$ cat config.mk
export PLATFORM = sky130hd
export DESIGN_NAME = cah_adapter_flat
export DESIGN_NICKNAME = d
export VERILOG_FILES = /design/src/common/cah_pkg.sv /design/src/common/cah_chan_if.sv /design/src/rtl/cah_adapter.sv /design/src/rtl/cah_cmd_decode.sv /design/src/flat_wrapper.sv
export VERILOG_INCLUDE_DIRS = /design/src /design/src/common
export SDC_FILE = /design/constraint.sdc
export NUM_CORES = 1
export LEC_CHECK = 0
export ABC_AREA = 1
export BUFFER_PORTS_ARGS = -buffer_cell sky130_fd_sc_hd__buf_4
export CAP_MARGIN = 20
export CORE_AREA = 2 2 50 52
export CTS_CLUSTER_DIAMETER = 200
export DETAILED_ROUTE_END_ITERATION = 16
export DIE_AREA = 0 0 52 54
export PLACE_DENSITY_LB_ADDON = 0.25
export REMOVE_ABC_BUFFERS = 1
export SLEW_MARGIN = 10
export SYNTH_ARGS = -nofsm -noshare
export SYNTH_HDL_FRONTEND = slang
export SYNTH_SLANG_ARGS = --single-unit
$ cat constraint.sdc
create_clock -name aclk -period 1.76 [get_ports aclk]
set_input_delay 0.088 -clock aclk [delete_from_list [all_inputs] [get_ports aclk]]
set_output_delay 0.088 -clock aclk [all_outputs]
set_load 0.005 [all_outputs]
$ cat src/common/cah_params.svh
// Purpose: constants for the console adapter control, halt and reset logic
// Assumes: 8-bit channel bytes, bit 0 is the most significant bit of a byte
// Notes: status bit n sits at vector index 7-n
`ifndef CAH_PARAMS_SVH
`define CAH_PARAMS_SVH
`define CAH_ST_ATTN 7
`define CAH_ST_BUSY 4
`define CAH_ST_CE 3
`define CAH_ST_DE 2
`define CAH_ST_CHECK 1
`define CAH_CMD_ALARM_BIT 3
`define CAH_ADDR_OFF 8'h00
`define CAH_REG_CMD 8'h00
`define CAH_REG_STAT 8'h04
`define CAH_REG_IRQ 8'h08
`define CAH_REG_MASK 8'h0C
`define CAH_REG_TOGGLES 8'h10
`define CAH_DEV_ADDR 8'h1F
`define CAH_CMD_CTRL_MASK 8'h03
`define CAH_CMD_CTRL_VAL 8'h03
`define CAH_CMD_TIO 8'h00
`define CAH_CMD_SENSE 8'h04
`endif

$ cat src/common/cah_pkg.sv
// Purpose: shared types of the console adapter control logic
// Assumes: included constants header
// Notes: command classes decoded from the channel command byte
package cah_pkg;
    typedef enum logic [1:0] {
        CAH_CMD_NONE = 2'b00,
        CAH_CMD_CTRL = 2'b01,
        CAH_CMD_TIO = 2'b10,
        CAH_CMD_OTHER = 2'b11
    } cah_cmd_t;
endpackage : cah_pkg

$ cat src/common/cah_chan_if.sv
// Purpose: channel tag and bus lines between channel and adapter
// Assumes: single clock, all lines synchronous
// Notes: no clocking block
`timescale 1ns/1ns
interface cah_chan_if;
    logic [7:0] bus_out;
    logic [7:0] bus_in;
    logic address_out;
    logic command_out;
    logic service_out;
    logic select_out;
    logic operational_out;
    logic general_reset;
    logic address_in;
    logic status_in;
    logic service_in;
    logic operational_in;
    logic request_in;
    // device end of the link
    modport adapter (
        input bus_out, address_out, command_out, service_out, select_out, operational_out, general_reset,
        output bus_in, address_in, status_in, service_in, operational_in, request_in
    );
    // channel end of the link
    modport channel (
        output bus_out, address_out, command_out, service_out, select_out, operational_out, general_reset,
        input bus_in, address_in, status_in, service_in, operational_in, request_in
    );
endinterface : cah_chan_if

$ cat src/rtl/cah_adapter.sv
// Purpose: adapter end: control commands, status interrogation, halt, resets
// Assumes: channel follows the tag protocol; inputs synchronous to aclk
// Notes: read/write data transfer is outside; io_busy and pending inputs come from it
`timescale 1ns/1ns
`include "cah_params.svh"
module cah_adapter
    import cah_pkg::*;
#(
    parameter logic [7:0] DEV_ADDR = `CAH_DEV_ADDR
)
(
    input wire logic aclk,
    input wire logic aresetn,
    input wire logic ce,
    cah_chan_if.adapter chan,
    input wire logic io_busy,
    input wire logic attn_event,
    output logic initial_reset,
    output logic sense_clear,
    output logic stop_reg,
    output logic [7:0] last_status_reg
);
    typedef enum logic [2:0] {
        ST_IDLE = 3'b000,
        ST_ADDR = 3'b001,
        ST_CMD = 3'b010,
        ST_STAT = 3'b011,
        ST_WAIT = 3'b100,
        ST_INT = 3'b101
    } cah_st_t;
    cah_st_t state_reg;
    cah_cmd_t cls;
    logic alarm;
    logic op_in_reg, ce_reg, de_reg, busy_reg, attn_reg, tio_reg, stacked_reg;
    logic svc_req_reg, svc_in_reg, init_sel_reg;
    logic halt, sel_reset, rst_all, disconnect, accept;
    logic [7:0] status_byte;

    cah_cmd_decode u_dec (
        .cmd_byte(chan.bus_out),
        .cmd_class(cls),
        .is_alarm(alarm)
    );

    assign halt = op_in_reg && chan.address_out && !chan.select_out;
    assign sel_reset = op_in_reg && !chan.operational_out;
    assign rst_all = !aresetn || chan.general_reset || sel_reset;
    assign disconnect = rst_all || halt;
    assign accept = chan.status_in && chan.service_out;

    // status byte assembly
    always_comb
    begin
        status_byte = 8'h00;
        status_byte[`CAH_ST_ATTN] = attn_reg;
        // end bits at 4 and 5
        status_byte[`CAH_ST_CE] = ce_reg;
        status_byte[`CAH_ST_DE] = de_reg;
        status_byte[`CAH_ST_BUSY] = busy_reg && !(tio_reg && (attn_reg || ce_reg || de_reg || stacked_reg));
    end

    // connection sequence
    always_ff @(posedge aclk)
    begin
        if (disconnect)
        begin
            state_reg <= ST_IDLE;
            op_in_reg <= 1'b0;
            init_sel_reg <= 1'b0;
        end
        else if (ce)
        begin
            unique case (state_reg)
                ST_IDLE:
                begin
                    if (chan.select_out && chan.address_out && chan.bus_out == DEV_ADDR)
                    begin
                        state_reg <= ST_ADDR;
                        op_in_reg <= 1'b1;
                        init_sel_reg <= 1'b1;
                    end
                    else if (chan.select_out && (ce_reg || attn_reg))
                    begin
                        state_reg <= ST_INT;
                        op_in_reg <= 1'b1;
                    end
                end
                ST_ADDR:
                    if (!chan.address_out)
                        state_reg <= ST_CMD;
                ST_CMD:
                    if (chan.command_out)
                        state_reg <= ST_STAT;
                ST_STAT:
                    if (!chan.command_out)
                        state_reg <= ST_WAIT;
                ST_WAIT, ST_INT:
                    if (accept)
                    begin
                        state_reg <= ST_IDLE;
                        op_in_reg <= 1'b0;
                        init_sel_reg <= 1'b0;
                    end
                default:
                    state_reg <= ST_IDLE;
            endcase
        end
    end

    // end, busy and stop latches
    always_ff @(posedge aclk)
    begin
        if (rst_all)
        begin
            ce_reg <= 1'b0;
            de_reg <= 1'b0;
            busy_reg <= 1'b0;
            stop_reg <= 1'b0;
        end
        else if (ce)
        begin
            if (accept)
            begin
                ce_reg <= 1'b0;
                de_reg <= 1'b0;
                busy_reg <= 1'b0;
            end
            if (tio_reg && accept)
                stop_reg <= 1'b0;
            if (state_reg == ST_CMD && chan.command_out && cls == CAH_CMD_CTRL)
            begin
                ce_reg <= 1'b1;
                de_reg <= 1'b1;
            end
            if (state_reg == ST_IDLE && chan.select_out && chan.address_out && chan.bus_out == DEV_ADDR && io_busy)
                busy_reg <= 1'b1;
            // halt sets stop, busy, channel end
            if (halt)
            begin
                stop_reg <= 1'b1;
                busy_reg <= 1'b1;
                ce_reg <= 1'b1;
            end
        end
    end

    // interrogation, attention and stacked latches
    always_ff @(posedge aclk)
    begin
        if (rst_all)
        begin
            tio_reg <= 1'b0;
            attn_reg <= 1'b0;
            stacked_reg <= 1'b0;
        end
        else if (ce)
        begin
            if (state_reg == ST_CMD && chan.command_out && cls == CAH_CMD_TIO)
                tio_reg <= 1'b1;
            else if (!init_sel_reg)
                tio_reg <= 1'b0;
            // clear pending on accept, event wins
            if (attn_event)
                attn_reg <= 1'b1;
            else if (accept)
                attn_reg <= 1'b0;
            if (ce_reg && halt)
                stacked_reg <= 1'b1;
            else if (accept)
                stacked_reg <= 1'b0;
        end
    end

    // service triggers cleared on disconnect
    always_ff @(posedge aclk)
    begin
        if (disconnect)
        begin
            svc_req_reg <= 1'b0;
            svc_in_reg <= 1'b0;
        end
        else if (ce)
        begin
            svc_req_reg <= 1'b0;
            svc_in_reg <= 1'b0;
        end
    end

    // captured status and alarm pulses
    always_ff @(posedge aclk)
    begin
        if (!aresetn)
        begin
            last_status_reg <= 8'h00;
            initial_reset <= 1'b0;
            sense_clear <= 1'b0;
        end
        else if (ce)
        begin
            if (state_reg == ST_STAT || state_reg == ST_INT)
                last_status_reg <= status_byte;
            initial_reset <= state_reg == ST_CMD && chan.command_out && cls == CAH_CMD_CTRL && alarm;
            sense_clear <= state_reg == ST_CMD && chan.command_out && cls == CAH_CMD_CTRL && alarm;
        end
    end

    // tag outputs
    assign chan.operational_in = op_in_reg;
    assign chan.address_in = state_reg == ST_CMD;
    assign chan.status_in = state_reg == ST_WAIT || state_reg == ST_INT;
    assign chan.service_in = svc_in_reg;
    assign chan.request_in = (ce_reg || attn_reg || svc_req_reg) && !op_in_reg;
    assign chan.bus_in = chan.status_in ? status_byte : (chan.address_in ? DEV_ADDR : 8'h00);
endmodule : cah_adapter

$ cat src/rtl/cah_cmd_decode.sv
// Purpose: classify a channel command byte
// Assumes: byte bit 0 is the vector msb
// Notes: purely combinational
`timescale 1ns/1ns
`include "cah_params.svh"
module cah_cmd_decode
    import cah_pkg::*;
(
    input wire logic [7:0] cmd_byte,
    output cah_pkg::cah_cmd_t cmd_class,
    output logic is_alarm
);
    // low bits pick control; test I/O needs the whole byte zero
    always_comb
    begin
        if ((cmd_byte & `CAH_CMD_CTRL_MASK) == `CAH_CMD_CTRL_VAL)
            cmd_class = CAH_CMD_CTRL;
        else if (cmd_byte == `CAH_CMD_TIO)
            cmd_class = CAH_CMD_TIO;
        else
            cmd_class = CAH_CMD_OTHER;
    end
    assign is_alarm = cmd_byte[`CAH_CMD_ALARM_BIT];
endmodule : cah_cmd_decode

$ cat src/flat_wrapper.sv
// flat-port wrapper written by rule: the top's interface ports become plain ports
module cah_adapter_flat import cah_pkg::*;
#(
    parameter logic [7:0] DEV_ADDR = `CAH_DEV_ADDR
)
  (aclk, aresetn, ce, io_busy, attn_event, initial_reset, sense_clear, stop_reg, last_status_reg, chan_bus_out, chan_address_out, chan_command_out, chan_service_out, chan_select_out, chan_operational_out, chan_general_reset, chan_bus_in, chan_address_in, chan_status_in, chan_service_in, chan_operational_in, chan_request_in);
  cah_chan_if chan_i ();
  input wire logic aclk;
  input wire logic aresetn;
  input wire logic ce;
  input wire logic io_busy;
  input wire logic attn_event;
  output logic initial_reset;
  output logic sense_clear;
  output logic stop_reg;
  output logic [7:0] last_status_reg;
  input wire logic [$bits(chan_i.bus_out)-1:0] chan_bus_out;
  input wire logic [$bits(chan_i.address_out)-1:0] chan_address_out;
  input wire logic [$bits(chan_i.command_out)-1:0] chan_command_out;
  input wire logic [$bits(chan_i.service_out)-1:0] chan_service_out;
  input wire logic [$bits(chan_i.select_out)-1:0] chan_select_out;
  input wire logic [$bits(chan_i.operational_out)-1:0] chan_operational_out;
  input wire logic [$bits(chan_i.general_reset)-1:0] chan_general_reset;
  output wire logic [$bits(chan_i.bus_in)-1:0] chan_bus_in;
  output wire logic [$bits(chan_i.address_in)-1:0] chan_address_in;
  output wire logic [$bits(chan_i.status_in)-1:0] chan_status_in;
  output wire logic [$bits(chan_i.service_in)-1:0] chan_service_in;
  output wire logic [$bits(chan_i.operational_in)-1:0] chan_operational_in;
  output wire logic [$bits(chan_i.request_in)-1:0] chan_request_in;
  assign chan_i.bus_out = chan_bus_out;
  assign chan_i.address_out = chan_address_out;
  assign chan_i.command_out = chan_command_out;
  assign chan_i.service_out = chan_service_out;
  assign chan_i.select_out = chan_select_out;
  assign chan_i.operational_out = chan_operational_out;
  assign chan_i.general_reset = chan_general_reset;
  assign chan_bus_in = chan_i.bus_in;
  assign chan_address_in = chan_i.address_in;
  assign chan_status_in = chan_i.status_in;
  assign chan_service_in = chan_i.service_in;
  assign chan_operational_in = chan_i.operational_in;
  assign chan_request_in = chan_i.request_in;
  cah_adapter #(.DEV_ADDR(DEV_ADDR)) u_core (.aclk(aclk), .aresetn(aresetn), .ce(ce), .chan(chan_i), .io_busy(io_busy), .attn_event(attn_event), .initial_reset(initial_reset), .sense_clear(sense_clear), .stop_reg(stop_reg), .last_status_reg(last_status_reg));
endmodule
==> results of run 1 <==
cell type report:
| type | count | share of cell area |
|---|---|---|
| flip-flops and latches | 17 | 0.253 |
| clock inverters | 1 | 0.00372 |
| clock buffers | 3 | 0.0167 |
| repair buffers | 35 | 0.195 |
| multi-input cells | 112 | 0.441 |
| inverters | 22 | 0.0623 |
| well taps | 30 | 0.0279 |
layer usage:
| metal | up-vias | share of wire | track usage |
|---|---|---|---|
| met5 | - | 0 | 0 |
| met4 | 0 | 0.019 | 0.101 |
| met3 | 6 | 0.061 | 0.0417 |
| met2 | 32 | 0.50 | 0.363 |
| met1 | 468 | 0.42 | 0.241 |
| li1 | 550 | - | - |
cell usage in the layout (no fill, tap or decap), drive strengths merged:
cell type  instances
clkinv             2
conb               7
inv               21
a21oi             18
dfxtp             17
o21a               1
nor2              22
a31oi              1
nand3             11
nand2             34
clkbuf             3
buf               35
nand4              4
nor3               4
o21ai             10
power groups by stage:
stage | sequential [mW] | combinational, mW | clock, mW
finish | 0.393 | 0.132 | 0.219
global route | 0.393 | 0.147 | 0.239
CTS | 0.392 | 0.131 | 0.223
detailed placement | 0.401 | 0.131 | 0
global placement | 0.401 | 0.129 | 0
floorplan | 0.401 | 0.0704 | 0
Yosys cell counts:
master	count	area [um^2]
a21oi_1	18	90.1
a31oi_4	1	21.3
buf_2	1	5.00
buf_4	9	67.6
clkinv_2	1	5.00
conb_1	1	3.75
dfxtp_1	17	340
inv_1	16	60.1
inv_2	5	18.8
nand2_1	29	109
nand2_2	4	25.0
nand2_4	1	11.3
nand3_1	8	40.0
nand3_2	3	30.0
nand4_1	4	25.0
nor2_1	16	60.1
nor2_2	1	6.26
nor2_4	4	45.0
nor2_8	1	20.0
nor3_1	4	20.0
o21a_1	1	7.51
o21ai_0	4	20.0
o21ai_1	5	25.0
o21ai_2	1	8.76
kinds of logic (layout without fill, tap and decap cells):
kind of cell | after synthesis | in the layout
AOI/OAI and AO/OA | 30 | 30
other | 1 | 7
DFF | 17 | 17
buffers and inverters | 32 | 61
and+or+nand+nor | 75 | 75
worst register-to-register path, cell delays in order, from the launching register on:
cell	delay [ns]
dfxtp_1	0.38
inv_2	0.09
nor2_4	0.19
nand2_4	0.12
nor2_4	0.12
nand3_1	0.14
a21oi_1	0.18
path summary, 6_finish.rpt:
| path | slack, ns | end | start |
|---|---|---|---|
| min reg2reg | 0.49 | u_core.stop_reg | u_core.stop_reg |
| max reg2reg | 0.48 | u_core.ce_reg | u_core.state_reg[1] |
| max | 0.21 | chan_bus_in[4] | u_core.ce_reg |
| min | 0.05 | u_core.attn_reg | attn_event |
==> flow_metrics.tcl, run 1 <==
set metrics [dict create \
    synth-seq-area-share 0.320 \
    clockRootBuffer "clkbuf_4" \
    fmax_ghz 0.647 \
    worst-path-buf-inv 1 \
    final-seq-area_um2 340 \
    p_per_area_mw_per_mm2 553 \
    multi_input_area_um2 593 \
    seqPwrFrac 0.528 \
    grt_pass1_vias 1023 \
    hold_path_depth 3 \
    power_mw 0.744 \
    finalClockSkew_ns 0.00234 \
    arrival_ns 1.46 \
    dp_cells 216 \
    synth.cell_area_mm2 0.00106 \
    synthCells 155 \
    cts_resized 0 \
    final_nets 210 \
    rsz0062_at_grt "false" \
    tns_ns 0 \
    fin_ws_ns 0.215 \
    cap_violations 0 \
    synth_top_family_by_area "simple AND/OR/NAND/NOR gates" \
    vias 1056 \
    core_mm2 0.00232 \
    h-tree-depth 1 \
    pre_cts_ws_ns 0.482 \
    status "finished, final reports clean" \
    r2r_cells 6 \
    routed_wirelength_um 2580 \
    grt.total_usage 0.207 \
    syn_avg_cell_area_um2 6.87 \
    dpl.hpwl_um 2150 \
    synth.area.mux_share 0 \
    grt_pass1_wl_um 4330 \
    finalCriticalPeriod_ns 1.55 \
    slowest_stage "dfxtp_1" \
    fp.dieW_um 52 \
    via_per_inst 4.80 \
    start_kind "register" \
    critPathKind "reg2out" \
    hold_class "in2reg" \
    io_buffers 35 \
    clk_latency_ns 0.29 \
    fin_util 0.580 \
    dr.pass1.iters 4 \
    cts.sinks 17 \
    post_drt_wl_per_cell_um 11.7 \
    cp_cell_sequence "nor2_2, nand2_1, o21ai_0, nand2_1, o21ai_0, buf_4" \
    cts_hold_buf 0 \
    finalNonFillerCells 220 \
    critPathTopFamily "flip-flops" \
    peakVddDrop_v 0.000453 \
    ctsLongestPathBuffers 2 \
    synthAdderAreaFrac 0 \
    clkTransAtPathRegs_ns 0.11 \
    grt_overflow 0 \
    antenna_found_initial 0 \
    grt_max_degree 11 \
    switching_power_mw 0.214 \
    swShare 0.288 \
    setup_viol 0 \
    synth-simple-area-share 0.368 \
    syn_to_final_growth_pct 26.3 \
    numCtsBuffers 3 \
    period_share 0.878 \
    max_stage_delay_ns 0.38 \
    gp_congestion 0.900 \
    initial_core_util 0.459 \
    drtIter0Drc 15 \
    largest_reg_flops 4 \
    worstPathMaxFanout 5 \
    leakage_nw 0.663 \
    cp.depth 6 \
    worst_setup_path_end_kind "output pin" \
    yosysUniqueCellTypes 24 \
    design_area_mm2 0.00135 \
    cts_setup_buffers 0 \
    layout-drive-gt1-share 0.326 \
    internal-power_mw 0.530 \
    nFillCells 227 \
    report.final.slew_viol_count 0 \
    diodes 0 \
    yosysWarnings 0 \
    synth_compound_area_frac 0.162 \
    power_frac_clock 0.295 \
    die_h_um 54 \
    synth_xor_area_frac 0 \
    required_ns 1.67 \
    cts_tree "yes" \
    place_area_mm2 0.00132 \
    route.detailed.drc 0 \
    ant_nets 0 \
    ys_ff_latch 17 \
    die_area_mm2 0.00281 \
    hold_viol_final 0 \
    combPwrFrac 0.177 \
    ios 43 \
    rows 18 \
    hold_ws_ns 0.0525 \
]
No activity file was read; power rests on OpenSTA's default activity.
==> inputs of run 2 (changes only) <==
--- a/config.mk
+++ b/config.mk
@@ -7,13 +7,16 @@
 export NUM_CORES = 1
 export LEC_CHECK = 0
 export ABC_AREA = 1
+export ABC_CLOCK_PERIOD_IN_PS = 1760
 export BUFFER_PORTS_ARGS = -buffer_cell sky130_fd_sc_hd__buf_4
 export CAP_MARGIN = 20
 export CORE_AREA = 2 2 50 52
 export CTS_CLUSTER_DIAMETER = 200
 export DETAILED_ROUTE_END_ITERATION = 16
 export DIE_AREA = 0 0 52 54
+export GPL_ROUTABILITY_DRIVEN = 0
 export PLACE_DENSITY_LB_ADDON = 0.25
+export RECOVER_POWER = 50
 export REMOVE_ABC_BUFFERS = 1
 export SLEW_MARGIN = 10
 export SYNTH_ARGS = -nofsm -noshare
==> flow_metrics.tcl, run 2 (synthesized netlist as in run 1, its figures left out) <==
set metrics [dict create \
    status "finished, final reports clean" \
    io_buffers 35 \
    largest_reg_flops 4 \
    drtIter0Drc 11 \
    switching_power_mw 0.205 \
    ios 43 \
    layout_commonest_cell "nand2_1" \
    peakVddDrop_v 0.000444 \
    seqPwrFrac 0.535 \
    r2r-end "u_core.state_reg[2]" \
    fmax_ghz 0.652 \
    clockRootBuffer "clkbuf_4" \
    reg2reg_setup_slack_ns 0.31 \
    arrival_ns 1.45 \
    internal-power_mw 0.528 \
    combPwrFrac 0.174 \
    grt.total_usage 0.207 \
    start_kind "register" \
    grt-busiest-layer "met2" \
    h-tree-depth 1 \
    hold_viol_final 0 \
    clkTransAtPathRegs_ns 0.10 \
    grt_max_degree 11 \
    die_h_um 54 \
    routed_wirelength_um 2590 \
    finalClockSkew_ns 0.000295 \
    setup_viol 0 \
    swShare 0.280 \
    required_ns 1.67 \
    finalNonFillerCells 220 \
    use_met1 0.241 \
    route.detailed.drc 0 \
    hold_path_depth 3 \
    cts.sinks 17 \
    final_nets 210 \
    gr-usage-met3 0.0417 \
    clk_latency_ns 0.29 \
    ctsLongestPathBuffers 2 \
    leakage_nw 0.650 \
    initial_core_util 0.459 \
    grt_overflow 0 \
    p_per_area_mw_per_mm2 557 \
    global_route.usage.met2 0.363 \
    power_frac_clock 0.291 \
    layout-drive-gt1-share 0.300 \
    dpl.hpwl_um 2150 \
    diodes 0 \
    whs_endpoint "u_core.attn_reg" \
    fin_util 0.567 \
    die_area_mm2 0.00281 \
    dr.pass1.iters 4 \
    post_drt_wl_per_cell_um 11.8 \
    tns_ns 0 \
    rsz0062_at_grt "false" \
    cap_violations 0 \
    period_share 0.872 \
    worstPathMaxFanout 5 \
    crit_path_start "u_core.ce_reg" \
    ant_nets 0 \
    critPathKind "reg2out" \
    finalCriticalPeriod_ns 1.53 \
    hold_ws_ns 0.0531 \
    fp.dieW_um 52 \
    antenna_found_initial 0 \
    layout_common_cells "31 x nand2_1, 26 x buf_4, 18 x a21oi_1" \
    vias 1081 \
    r2r_cells 9 \
    cts_tree "yes" \
    place_area_mm2 0.00132 \
    reg2reg_from "u_core.state_reg[1]" \
    dp_cells 216 \
    hold_start "attn_event" \
    core_mm2 0.00232 \
    numCtsBuffers 3 \
    syn_to_final_growth_pct 23.5 \
    hold_class "in2reg" \
    grt_pass1_wl_um 4330 \
    report.final.slew_viol_count 0 \
    design_area_mm2 0.00132 \
    grt_pass1_vias 1023 \
    via_per_inst 4.91 \
    worst_setup_path_end_kind "output pin" \
    rows 18 \
]
[run 2: cell types whose count changed in the layout (fill, tap and decap cells not counted), moves of 2 or more]
cell and change:
buf_4 -9, nor2_4 -2, clkbuf_4 +9, nor2_1 +2, nand2_1 +2
[run 2: power by group through the flow]
stage / clock network, mW / logic, mW / registers, mW
global placement: 0 / 0.129 / 0.401
global route: 0.239 / 0.142 / 0.393
finish: 0.213 / 0.127 / 0.392
floorplan: 0 / 0.0704 / 0.401
CTS: 0.223 / 0.131 / 0.392
detailed placement: 0 / 0.131 / 0.401
[run 2: cell type report]
type,instances,area [um^2]
Tap cell,30,37.5
Multi-Input combinational cell,112,563
Sequential cell,17,340
Clock inverter,1,5.00
Inverter,22,83.8
Fill cell,233,1000
Clock buffer,3,22.5
Timing Repair Buffer,35,263
[run 2: through the flow]
stage,worst slack [ns],power [mW]
6_report,0.226,0.733
5_1_grt,0.0636,0.775
4_1_cts,0.133,0.747
3_5_place_dp,0.482,0.533
3_3_place_gp,0.469,0.530
2_1_floorplan,0.658,0.471
[run 2: worst max path at each step]
| stage | end | slack [ns] | depth (start not counted) |
|---|---|---|---|
| 2_1_floorplan | u_core.init_sel_reg | 0.66 | 5 |
| 3_3_place_gp | chan_bus_in[4] | 0.47 | 6 |
| 3_5_place_dp | chan_bus_in[4] | 0.48 | 6 |
| 4_1_cts | chan_bus_in[4] | 0.13 | 6 |
| 5_1_grt | chan_bus_in[4] | 0.06 | 6 |
| 6_report | chan_bus_in[4] | 0.23 | 6 |
[run 2: metal layers]
layer,vias up,wire length (um)
li1,550,-
met3,6,200
met5,-,0
met4,0,50
met1,482,1020
met2,43,1320
[run 2: repair_timing]
| item | CTS | global route |
|---|---|---|
| hold buffers | 0 | 0 |
| setup endpoints to repair | 0 | 1 |
| buffers inserted | 0 | 0 |
| gates resized for setup | 0 | 1 |
[run 2: worst max-delay path, cell delays in order, from the launching register on]
cell and delay (ns):
dfxtp_1 0.38, nor2_2 0.19, nand2_1 0.06, o21ai_0 0.15, nand2_1 0.09, o21ai_0 0.15, buf_4 0.13
